`src/core/scb_pkg.sv`:
```
// constants, field layouts and carrier types of the second synthesizer config bank
// Operation
// - 0x10 bits 2:0 hold divisor bits 10:8
// - 0x11 holds divisor low byte, reset 0x3C
// - 0x12 holds fractional divisor bits 7:0
// - 0x13 holds fractional divisor bits 15:8
// - 0x14 holds spread step size low byte
// - 0x15 holds spread step size high byte
// - 0x16 holds spread step delta byte
// - 0x17 holds spread period bits 7:0
// - 0x18 bits 7:6 hold period bits 9:8
// - 0x18 bit 5 enables spread spectrum
// - 0x18 bits 4:1 add filter resistor segments
// - 0x18 bit 0 applies only 6k resistor
package scb_pkg;

   localparam int SCB_NUM_REGS = 9;
   localparam int SCB_ADDR_W = 8;

   // byte offsets of the bank
   localparam logic [7:0] SCB_OFS_INT_HIGH = 8'h10;
   localparam logic [7:0] SCB_OFS_INT_LOW = 8'h11;
   localparam logic [7:0] SCB_OFS_FRAC_LOW = 8'h12;
   localparam logic [7:0] SCB_OFS_FRAC_HIGH = 8'h13;
   localparam logic [7:0] SCB_OFS_STEP_LOW = 8'h14;
   localparam logic [7:0] SCB_OFS_STEP_HIGH = 8'h15;
   localparam logic [7:0] SCB_OFS_STEP_DELTA = 8'h16;
   localparam logic [7:0] SCB_OFS_PERIOD_LOW = 8'h17;
   localparam logic [7:0] SCB_OFS_CONTROL = 8'h18;

   // reset values, index 0 is offset 0x10
   localparam logic [SCB_NUM_REGS-1:0][7:0] SCB_RESET = {
      8'h0E, 8'h00, 8'h00, 8'h00, 8'h00, 8'h00, 8'h00, 8'h3C, 8'h00
   };

   // writable bits; the rest are reserved and read as zero
   localparam logic [SCB_NUM_REGS-1:0][7:0] SCB_WMASK = {
      8'hFF, 8'hFF, 8'hFF, 8'hFF, 8'hFF, 8'hFF, 8'hFF, 8'hFF, 8'h07
   };

   // field positions inside the control byte
   localparam int SCB_CTL_PERIOD_HI = 6;
   localparam int SCB_CTL_SPREAD_EN = 5;
   localparam int SCB_CTL_R100K = 4;
   localparam int SCB_CTL_R50K = 3;
   localparam int SCB_CTL_R25K = 2;
   localparam int SCB_CTL_R12K5 = 1;
   localparam int SCB_CTL_ONLY_6K = 0;

   // byte-wide access from the serial host engine
   typedef struct packed {
      logic wr_en;
      logic rd_en;
      logic [SCB_ADDR_W-1:0] addr;
      logic [7:0] wr_data;
   } scb_req_t;

   // fields as seen by the synthesizer
   typedef struct packed {
      logic [10:0] int_divisor;
      logic [15:0] frac_divisor;
      logic [15:0] spread_step_size;
      logic [7:0] spread_step_delta;
      logic [9:0] spread_period;
      logic spread_enable;
      logic filter_res_seg_100k;
      logic filter_res_seg_50k;
      logic filter_res_seg_25k;
      logic filter_res_seg_12k5;
      logic filter_res_only_6k;
   } scb_cfg_t;

endpackage

```
`src/core/scb_regs.sv`:
```
// second synthesizer configuration byte registers and their read port
`timescale 1ns/1ps
`default_nettype none

// one configuration byte: reserved bits never load and read as zero
module scb_byte_reg #(
   parameter logic [7:0] RESET_VALUE = 8'h00,
   parameter logic [7:0] WRITE_MASK = 8'hFF
) (
   input wire logic clk,
   input wire logic reset,
   input wire logic load,
   input wire logic [7:0] data,
   output logic [7:0] value
);

   // masking the reset too keeps reserved bits zero whatever the table says
   always_ff @(posedge clk) begin
      if (reset) begin
         value <= RESET_VALUE & WRITE_MASK;
      end else if (load) begin
         value <= data & WRITE_MASK;
      end
   end

endmodule

// register map of the bank, offset then bits, field and reset value
//   0x10 [7:3] reserved: writes ignored, read as zero
//   0x10 [2:0] integer divisor bits 10:8, reset 0
//   0x11 [7:0] integer divisor bits 7:0, reset 0x3C
//   0x12 [7:0] fractional divisor bits 7:0, reset 0
//   0x13 [7:0] fractional divisor bits 15:8, reset 0
//   0x14 [7:0] spread step size bits 7:0, reset 0
//   0x15 [7:0] spread step size bits 15:8, reset 0
//   0x16 [7:0] spread step delta, reset 0
//   0x17 [7:0] spread period bits 7:0, reset 0
//   0x18 [7:6] spread period bits 9:8, reset 0
//   0x18 [5] spread enable, reset 0
//   0x18 [4] 100k filter segment, reset 0
//   0x18 [3] 50k filter segment, reset 1
//   0x18 [2] 25k filter segment, reset 1
//   0x18 [1] 12.5k filter segment, reset 1
//   0x18 [0] 6k alone, reset 0
// multi-byte fields change byte by byte: the host must tolerate a half-written value
module scb_regs #(
   parameter int ADDR_W = scb_pkg::SCB_ADDR_W
) (
   input wire logic clk,
   input wire logic reset,
   input wire scb_pkg::scb_req_t req,
   output logic [7:0] rd_data,
   output logic rd_valid,
   output logic access_miss,
   output logic cfg_updated,
   output scb_pkg::scb_cfg_t cfg
);

   // the bank occupies consecutive offsets from the integer divisor high byte
   localparam logic [7:0] BASE = scb_pkg::SCB_OFS_INT_HIGH;
   localparam logic [7:0] NEXT = 8'h01;
   localparam int NREG = scb_pkg::SCB_NUM_REGS;
   localparam int BYTE_W = 8;
   // width of the divisor bits kept in 0x10 and of the period bits kept in 0x18
   localparam int INT_HI_W = 3;
   localparam int PERIOD_HI_W = 2;

   // bank indices of the offsets
   localparam int IH = int'(scb_pkg::SCB_OFS_INT_HIGH - BASE);
   localparam int IL = int'(scb_pkg::SCB_OFS_INT_LOW - BASE);
   localparam int FL = int'(scb_pkg::SCB_OFS_FRAC_LOW - BASE);
   localparam int FH = int'(scb_pkg::SCB_OFS_FRAC_HIGH - BASE);
   localparam int SL = int'(scb_pkg::SCB_OFS_STEP_LOW - BASE);
   localparam int SH = int'(scb_pkg::SCB_OFS_STEP_HIGH - BASE);
   localparam int SD = int'(scb_pkg::SCB_OFS_STEP_DELTA - BASE);
   localparam int PL = int'(scb_pkg::SCB_OFS_PERIOD_LOW - BASE);
   localparam int CT = int'(scb_pkg::SCB_OFS_CONTROL - BASE);

   // the offsets of the bank need an eight-bit address
   if (ADDR_W != scb_pkg::SCB_ADDR_W) begin : g_bad_addr_w
      $error("scb_regs: ADDR_W must equal the bank address width");
   end

   // the bank is indexed by offset, so a gap in the map would misplace a field
   if (scb_pkg::SCB_OFS_INT_LOW != scb_pkg::SCB_OFS_INT_HIGH + NEXT) begin : g_gap_il
      $error("scb_regs: integer divisor low byte is not next to the high byte");
   end
   if (scb_pkg::SCB_OFS_FRAC_LOW != scb_pkg::SCB_OFS_INT_LOW + NEXT) begin : g_gap_fl
      $error("scb_regs: fractional low byte is out of place");
   end
   if (scb_pkg::SCB_OFS_FRAC_HIGH != scb_pkg::SCB_OFS_FRAC_LOW + NEXT) begin : g_gap_fh
      $error("scb_regs: fractional high byte is out of place");
   end
   if (scb_pkg::SCB_OFS_STEP_LOW != scb_pkg::SCB_OFS_FRAC_HIGH + NEXT) begin : g_gap_sl
      $error("scb_regs: step low byte is out of place");
   end
   if (scb_pkg::SCB_OFS_STEP_HIGH != scb_pkg::SCB_OFS_STEP_LOW + NEXT) begin : g_gap_sh
      $error("scb_regs: step high byte is out of place");
   end
   if (scb_pkg::SCB_OFS_STEP_DELTA != scb_pkg::SCB_OFS_STEP_HIGH + NEXT) begin : g_gap_sd
      $error("scb_regs: step delta byte is out of place");
   end
   if (scb_pkg::SCB_OFS_PERIOD_LOW != scb_pkg::SCB_OFS_STEP_DELTA + NEXT) begin : g_gap_pl
      $error("scb_regs: period low byte is out of place");
   end
   if (scb_pkg::SCB_OFS_CONTROL != scb_pkg::SCB_OFS_PERIOD_LOW + NEXT) begin : g_gap_ct
      $error("scb_regs: control byte is out of place");
   end
   if (CT != NREG - 1) begin : g_bad_count
      $error("scb_regs: register count does not match the map");
   end

   // a reset bit outside the write mask would be dropped without notice
   for (genvar k = 0; k < NREG; k++) begin : g_chk_reset
      if ((scb_pkg::SCB_RESET[k] & ~scb_pkg::SCB_WMASK[k]) != 8'h00) begin : g_bad_reset
         $error("scb_regs: reset value sets a reserved bit");
      end
   end

   // the period pair must lie inside the control byte
   if (scb_pkg::SCB_CTL_PERIOD_HI + PERIOD_HI_W > BYTE_W) begin : g_bad_period_pos
      $error("scb_regs: period high bits do not fit the control byte");
   end

   // single-bit controls must lie inside the control byte
   if (scb_pkg::SCB_CTL_SPREAD_EN >= BYTE_W || scb_pkg::SCB_CTL_R100K >= BYTE_W
         || scb_pkg::SCB_CTL_R50K >= BYTE_W || scb_pkg::SCB_CTL_R25K >= BYTE_W
         || scb_pkg::SCB_CTL_R12K5 >= BYTE_W || scb_pkg::SCB_CTL_ONLY_6K >= BYTE_W)
         begin : g_bad_ctl_pos
      $error("scb_regs: a control bit lies outside the control byte");
   end

   // per-offset storage, select, strobe and read terms
   wire logic [NREG-1:0][7:0] bank;
   wire logic [NREG-1:0] hit;
   wire logic [NREG-1:0] load;
   wire logic [NREG-1:0][7:0] rd_term;
   wire logic [NREG:0][7:0] rd_chain;

   // request decode as named wires so each pulse has one obvious source
   wire logic any_hit = |hit;
   wire logic any_req = req.rd_en | req.wr_en;
   wire logic wr_hit = req.wr_en & any_hit;
   wire logic miss = any_req & ~any_hit;

   // one select per offset; at most one is ever high
   for (genvar i = 0; i < NREG; i++) begin : g_hit
      assign hit[i] = req.addr == (BASE + 8'(i));
   end
   assign load = {NREG{req.wr_en}} & hit;

   // 0x10: divisor bits 10:8; the bits above are reserved
   scb_byte_reg #(
      .RESET_VALUE(scb_pkg::SCB_RESET[IH]),
      .WRITE_MASK(scb_pkg::SCB_WMASK[IH])
   ) u_int_high (
      .clk(clk),
      .reset(reset),
      .load(load[IH]),
      .data(req.wr_data),
      .value(bank[IH])
   );

   // 0x11: divisor low byte
   scb_byte_reg #(
      .RESET_VALUE(scb_pkg::SCB_RESET[IL]),
      .WRITE_MASK(scb_pkg::SCB_WMASK[IL])
   ) u_int_low (
      .clk(clk),
      .reset(reset),
      .load(load[IL]),
      .data(req.wr_data),
      .value(bank[IL])
   );

   // 0x12: fractional divisor low byte
   scb_byte_reg #(
      .RESET_VALUE(scb_pkg::SCB_RESET[FL]),
      .WRITE_MASK(scb_pkg::SCB_WMASK[FL])
   ) u_frac_low (
      .clk(clk),
      .reset(reset),
      .load(load[FL]),
      .data(req.wr_data),
      .value(bank[FL])
   );

   // 0x13: fractional divisor high byte
   scb_byte_reg #(
      .RESET_VALUE(scb_pkg::SCB_RESET[FH]),
      .WRITE_MASK(scb_pkg::SCB_WMASK[FH])
   ) u_frac_high (
      .clk(clk),
      .reset(reset),
      .load(load[FH]),
      .data(req.wr_data),
      .value(bank[FH])
   );

   // 0x14: spread step size low byte
   scb_byte_reg #(
      .RESET_VALUE(scb_pkg::SCB_RESET[SL]),
      .WRITE_MASK(scb_pkg::SCB_WMASK[SL])
   ) u_step_low (
      .clk(clk),
      .reset(reset),
      .load(load[SL]),
      .data(req.wr_data),
      .value(bank[SL])
   );

   // 0x15: spread step size high byte
   scb_byte_reg #(
      .RESET_VALUE(scb_pkg::SCB_RESET[SH]),
      .WRITE_MASK(scb_pkg::SCB_WMASK[SH])
   ) u_step_high (
      .clk(clk),
      .reset(reset),
      .load(load[SH]),
      .data(req.wr_data),
      .value(bank[SH])
   );

   // 0x16: spread step delta
   scb_byte_reg #(
      .RESET_VALUE(scb_pkg::SCB_RESET[SD]),
      .WRITE_MASK(scb_pkg::SCB_WMASK[SD])
   ) u_step_delta (
      .clk(clk),
      .reset(reset),
      .load(load[SD]),
      .data(req.wr_data),
      .value(bank[SD])
   );

   // 0x17: spread period low byte
   scb_byte_reg #(
      .RESET_VALUE(scb_pkg::SCB_RESET[PL]),
      .WRITE_MASK(scb_pkg::SCB_WMASK[PL])
   ) u_period_low (
      .clk(clk),
      .reset(reset),
      .load(load[PL]),
      .data(req.wr_data),
      .value(bank[PL])
   );

   // 0x18: period high pair, spread enable and filter segments
   scb_byte_reg #(
      .RESET_VALUE(scb_pkg::SCB_RESET[CT]),
      .WRITE_MASK(scb_pkg::SCB_WMASK[CT])
   ) u_control (
      .clk(clk),
      .reset(reset),
      .load(load[CT]),
      .data(req.wr_data),
      .value(bank[CT])
   );

   // read selection as an and-or chain; an unmapped address returns zero
   assign rd_chain[0] = 8'h00;
   for (genvar j = 0; j < NREG; j++) begin : g_rd_sel
      assign rd_term[j] = hit[j] ? bank[j] : 8'h00;
      assign rd_chain[j+1] = rd_chain[j] | rd_term[j];
   end
   wire logic [7:0] next_rd_data = rd_chain[NREG];

   // read data is held until the next read; a same-cycle write shows on the next read
   always_ff @(posedge clk) begin
      if (reset) begin
         rd_data <= 8'h00;
      end else if (req.rd_en) begin
         rd_data <= next_rd_data;
      end
   end

   // one-cycle answer strobe for every read, mapped or not
   always_ff @(posedge clk) begin
      if (reset) begin
         rd_valid <= 1'b0;
      end else begin
         rd_valid <= req.rd_en;
      end
   end

   // one-cycle pulse for any access outside the bank
   always_ff @(posedge clk) begin
      if (reset) begin
         access_miss <= 1'b0;
      end else begin
         access_miss <= miss;
      end
   end

   // one-cycle pulse when a mapped byte was written
   always_ff @(posedge clk) begin
      if (reset) begin
         cfg_updated <= 1'b0;
      end else begin
         cfg_updated <= wr_hit;
      end
   end

   // bytes of the bank by name
   wire logic [7:0] byte_int_high = bank[IH];
   wire logic [7:0] byte_int_low = bank[IL];
   wire logic [7:0] byte_frac_low = bank[FL];
   wire logic [7:0] byte_frac_high = bank[FH];
   wire logic [7:0] byte_step_low = bank[SL];
   wire logic [7:0] byte_step_high = bank[SH];
   wire logic [7:0] byte_step_delta = bank[SD];
   wire logic [7:0] byte_period_low = bank[PL];
   wire logic [7:0] byte_control = bank[CT];

   // integer divisor: high bits from 0x10, low byte from 0x11
   wire logic [10:0] field_int_divisor = {byte_int_high[INT_HI_W-1:0], byte_int_low};
   // fractional divisor and spread step, high byte first
   wire logic [15:0] field_frac_divisor = {byte_frac_high, byte_frac_low};
   wire logic [15:0] field_step_size = {byte_step_high, byte_step_low};
   wire logic [7:0] field_step_delta = byte_step_delta;

   // spread period: two high bits ride in the control byte
   wire logic [9:0] field_period = {byte_control[scb_pkg::SCB_CTL_PERIOD_HI +: PERIOD_HI_W],
      byte_period_low};
   wire logic field_spread_en = byte_control[scb_pkg::SCB_CTL_SPREAD_EN];

   // segments set add resistance, clear bypass it
   wire logic field_seg_100k = byte_control[scb_pkg::SCB_CTL_R100K];
   wire logic field_seg_50k = byte_control[scb_pkg::SCB_CTL_R50K];
   wire logic field_seg_25k = byte_control[scb_pkg::SCB_CTL_R25K];
   wire logic field_seg_12k5 = byte_control[scb_pkg::SCB_CTL_R12K5];
   // the analog side lets this override the other segments
   wire logic field_only_6k = byte_control[scb_pkg::SCB_CTL_ONLY_6K];

   // the struct is driven in one place so every field has a single source
   assign cfg = '{
      int_divisor: field_int_divisor,
      frac_divisor: field_frac_divisor,
      spread_step_size: field_step_size,
      spread_step_delta: field_step_delta,
      spread_period: field_period,
      spread_enable: field_spread_en,
      filter_res_seg_100k: field_seg_100k,
      filter_res_seg_50k: field_seg_50k,
      filter_res_seg_25k: field_seg_25k,
      filter_res_seg_12k5: field_seg_12k5,
      filter_res_only_6k: field_only_6k
   };

endmodule

`default_nettype wire

```
`config.mk`:
```
export PLATFORM = sky130hd
export DESIGN_NAME = scb_regs
export DESIGN_NICKNAME = d
export VERILOG_FILES = /design/src/core/scb_pkg.sv /design/src/core/scb_regs.sv
export SDC_FILE = /design/constraint.sdc
export NUM_CORES = 1
export LEC_CHECK = 0
export ABC_CLOCK_PERIOD_IN_PS = 2200
export CAP_MARGIN = 5
export CORE_UTILIZATION = 55
export CTS_CLUSTER_SIZE = 14
export DETAILED_ROUTE_END_ITERATION = 7
export DONT_BUFFER_PORTS = 1
export MAX_ROUTING_LAYER = met4
export PLACE_DENSITY = 0.7
export SLEW_MARGIN = 20
export SYNTH_ARGS = -nofsm -noshare
export SYNTH_HDL_FRONTEND = slang
export SYNTH_SLANG_ARGS = --single-unit
export TNS_END_PERCENT = 50
```
`constraint.sdc`:
```
create_clock -name clk -period 2.2 [get_ports clk]
set_input_delay 0.22 -clock clk [delete_from_list [all_inputs] [get_ports clk]]
set_output_delay 0.22 -clock clk [all_outputs]
set_load 0.1 [all_outputs]
```
== After elaboration in Yosys (flattened, before gate mapping) ==
Index checks and enable logic that the tools add are counted.
Operators by class
  eq/ne operators: 9
  muxes and demuxes: 9
  bitwise operators: 13
  reduce and logical (&&, ||, !) cells: 1
Operators by type and width (number)
  $eq 8x5->1 const B: 9
  $mux 8: 8
  $or 8x8->8: 7
  $and 9x9->9: 1
  $reduce_or 9->1: 1
  $or 3x8->8: 1
  $mux 3: 1
  $and 1x1->1: 2
  $not 1->1: 1
  $or 1x1->1: 1
Storage, ports and cells
  bits in registers: 78
  input bits: 20
  output and inout port bits: 78
  word-level logic and storage cells: 45

== Logic depth before layout (Yosys ltp) ==
  word-level depth: 10
  gate-level depth with buffers: 6
  mapped depth without buffers: 4

== By module ==
From an unflattened synthesis, not the netlist that was laid out.
Second synthesis, totals
  cell total of the unflattened synthesis: 361
  area total of the unflattened synthesis: 3584.7 sq um
Modules (own cells, without submodules)
  scb_byte_reg (u_frac_high ...): instances 6, cells each 26, area each 285.3 sq um, seq. area each 160.2 sq um
  scb_regs: instances 1, cells each 138, area each 1137.3 sq um, seq. area each 220.2 sq um
  scb_byte_reg (u_control ...): instances 2, cells each 26, area each 296.5 sq um, seq. area each 160.2 sq um
  scb_byte_reg (u_int_high): instances 1, cells each 15, area each 142.6 sq um, seq. area each 60.1 sq um

== Least setup slack after synthesis ==
Ideal clock, no wire load.
  path kind: register -> register
  start point: register u_step_high.value[2]
  end point: register rd_data[2]
  library setup time: 0.075 ns
  arrival: 1.763 ns
  data required time: 2.125 ns
  path slack: 0.362 ns
  stages on the path, launching flop included: 5
  period minus slack after synthesis: 1.838 ns
  cells stage by stage: dfxtp_1 > mux4_2 > and4_1 > a41oi_1 > a31oi_1
Between the ends
  cells in the longest elaborated chain, start to end: 5
RTL lines
  start, declared: RTL line scb_regs.sv:14  | output logic [7:0] value
  start signal, assigned: RTL line scb_regs.sv:20  | value <= RESET_VALUE & WRITE_MASK;
  start signal, assigned: RTL line scb_regs.sv:22  | value <= data & WRITE_MASK;
  $mux 8: RTL line scb_regs.sv:263  | assign rd_term[j] = hit[j] ? bank[j] : 8'h00;
  $or 8x8->8 (4 in a row): RTL line scb_regs.sv:264  | assign rd_chain[j+1] = rd_chain[j] | rd_term[j];
  end signal, assigned: RTL line scb_regs.sv:273  | rd_data <= next_rd_data;
  end, declared: RTL line scb_regs.sv:52  | output logic [7:0] rd_data,
No other way between the ends.
A chain may end at the register's enable or synchronous reset.

== Worst setup path in the final report ==
  start point: register u_period_low.value[2]
  end point: register rd_data[2]
Between the ends
  cells in the longest elaborated chain, start to end: 3
RTL lines (RTL line)
  start, declared: scb_regs.sv:14
  start signal, assigned: scb_regs.sv:20
  start signal, assigned: scb_regs.sv:22
  $mux 8: scb_regs.sv:263
  $or 8x8->8 (2 in a row): scb_regs.sv:264
No other way between the ends.

==> results.yml <==
critical_path:
  startpoint_type: "register"
  worst-endpoint-required_ps: 2430
  endpoint_kind: "register"
  cpPeakStageDelay_ps: 460
  path_buf_inv: 0
  critical-path-top-delay-family: "multiplexers"
  worstPathCellList: "mux4_2 > and4_1 > a41oi_1 > a31oi_1"
  timing.critical_path.slowest_stage_cell: "sky130_fd_sc_hd__mux4_2"
  crit_type: "reg -> reg"
  critical_path_arrival_ps: 1650
  critPathMaxFanout: 2
die:
  coreArea_um2: 6030
  fp.dieH_um: 81.9
  fp-row-count: 28
  design.die.area_um2: 6710
  fp.dieW_um: 81.9
  num_io_pins: 98
  initial_standard_cell_utilization_of_the_core: 0.583
cells_and_area:
  n_fill_cell: 491
  leading_cell_types_in_the_layout_fill_and_taps_excluded: "sky130_fd_sc_hd__buf_4 (80), sky130_fd_sc_hd__dfxtp_1 (78), sky130_fd_sc_hd__nor2_1 (71), sky130_fd_sc_hd__mux2i_1 (65), sky130_fd_sc_hd__nor2b_1 (12)"
  post_layout_nonfiller_instances: 492
  final_layout_size_suffix_gt1_frac: 0.281
  finish.instance_area_um2: 4360
  seq_area_um2: 1560
  layout.core_utilization: 0.723
  multi_input_comb_area_um2: 1770
  antennaDiodeCount: 0
  layout.nets: 432
  layout_commonest_cell: "sky130_fd_sc_hd__buf_4"
  area.growth.synth_to_final_pct: 23.9
route:
  drt.antenna.violating_nets: 0
  detail_route.iter0.violations: 196
  route.detailed.vias_per_inst: 6.03
  routedWlPerCell_um: 19.5
  vias: 2965
  residual_drc: 0
  drt-total-wl_um: 9580
  drt_first_pass_iters: 4
timing:
  slew-limit-headroom: 0.620
  finalCriticalPeriod_ps: 1410
  final_worst_path_period_share: 0.643
  fmax_mhz: 707
  skew_ps: 8.39
  setup_viol: 0
  slew_violations: 0
  rsz0062_at_grt: "no"
  slew_at_the_pin_with_the_worst_max_slew_slack_ps: 569
  final_hold_viol_count: 0
  fin_tns_setup_ps: 0
power_and_ir_drop:
  p_seq_frac: 0.514
  power_density_nw_per_um2: 634
  power.net_switching_mw: 0.649
  worst_ir_drop_vdd_v: 0.000416
  combPwrFrac: 0.061
  power_switching_share: 0.235
  power.clock.fraction: 0.425
  power_mw: 2.76
  power.static_leakage_nw: 2.08
  p_int_mw: 2.11
logic_synthesis:
  netlist_instances: 347
  post_synth_instance_area_um2: 3510
  synth_warnings: 0
  synth_edf_count: 0
  synth-seq-cells: 78
  postSynth.topFlopCell: "sky130_fd_sc_hd__dfxtp_1"
  async_flop_share: 0
  average_cell_area_after_synthesis_um2: 10.1
  synth_nets: 367
  synth.distinct_cells: 49
  yosysSeqAreaShare: 0.444
grt:
  grt_pass1_vias: 2813
  grt_first_pass_wirelength_um: 14400
  grt_max_degree: 78
  globalRoute.totalOverflow: 0
  antenna_found_initial: 0
  grt_use_total: 0.304
clock_tree:
  htree_num_levels: 3
  clk_pin_slew_ps: 80
  clk_path_buf_depth: 2
  cts_root_buf: "sky130_fd_sc_hd__clkbuf_8"
  postCtsSetupBuffers: 0
  tritoncts.num_buffers: 9
  tritoncts: "yes"
  cts_resized: 0
  insertion_delay_ps: 350
  clock-sinks: 78
placed_design:
  gpl.final_weighted_congestion: 0.835
  hpwlAfterDp_um: 6200
  dp_cells: 470
  postPlaceCellArea_um2: 4060
  portBuffers: 0
run:
  max_cap_violations: 0
worst_hold_path:
  hold_path.class: "in -> reg"
status:
  status: "finished clean"
[final cells by class]
cell class | instances | share of cell area
Sequential cell | 78 | 0.359
Clock buffer | 10 | 0.0293
Clock inverter | 6 | 0.0198
Timing Repair Buffer | 87 | 0.160
Multi-Input combinational cell | 232 | 0.407
Tap cell | 75 | 0.0215
Inverter | 4 | 0.00345
[repair_timing]
action / 4_1_cts / 5_1_grt
endpoints found under the setup margin: 0 / 0
hold endpoints to repair: 78 / 0
hold buffers: 6 / 0
[routing by layer]
metal	track usage	up-vias	part of all wire
li1	-	1373	-
met1	0.393	1429	0.42
met2	0.465	153	0.48
met3	0.0778	10	0.088
met4	0.0982	0	0.013
met5	-	-	0
[registers in the layout, indices dropped and copies added, names as in the netlist]
signal              cells
rd_data                 8
u_int_low.value         8
access_miss             1
cfg_updated             1
u_frac_low.value        8
u_step_delta.value      8
u_frac_high.value       8
u_step_low.value        8
rd_valid                1
u_step_high.value       8
u_period_low.value      8
u_control.value         8
u_int_high.value        3
[worst paths after layout]
path	end	startpoint	depth (start not counted)	slack, ps
worst max-delay path	rd_data[2]$_SDFFE_PP0P_	u_period_low.value[2]$_SDFFE_PP0P_	4	790
worst min-delay path	u_step_delta.value[6]$_SDFFE_PP0P_	req[6]	2	10
worst max register to register	rd_data[2]$_SDFFE_PP0P_	u_period_low.value[2]$_SDFFE_PP0P_	4	790
worst min register to register	u_control.value[7]$_SDFFE_PP0P_	u_control.value[7]$_SDFFE_PP0P_	2	490
[stage by stage]
stage,setup slack [ps],hold WS [ps]
floorplan,362,384
global placement,548,300
detailed placement,513,303
CTS,780,2.47
global route,732,2.38
finish,785,10.4
[Yosys cell counts (all sizes together) (4+ instances only)]
master / instances / area (um^2)
a211o: 7 / 61.3
and4: 4 / 38.8
buf: 12 / 86.3
o22ai: 6 / 37.5
mux4: 8 / 180
nor2: 71 / 267
nand2: 4 / 15.0
dfxtp: 78 / 1560
nand3: 5 / 30.0
nand4: 5 / 56.3
clkbuf: 21 / 78.8
nor2b: 12 / 75.1
nor3b: 4 / 41.3
a31oi: 6 / 37.5
mux2i: 65 / 651
[cell families (layout without fill, tap and decap cells)]
kind of cell	Yosys count	after routing	synth area share
compound gates	39	39	0.0840
buf+inv	37	107	0.0513
simple gates	118	118	0.178
flops	78	78	0.444
mux	75	75	0.243
[power by group through the flow]
stage               Sequential (mW)  Combinational, mW  Clock, mW
global placement               1.45              0.128          0
detailed placement             1.45              0.130          0
global route                   1.42              0.175       1.24
floorplan                      1.50              0.114          0
finish                         1.42              0.168       1.17
CTS                            1.42              0.167       1.18
No activity file was read; power rests on OpenSTA's default activity.
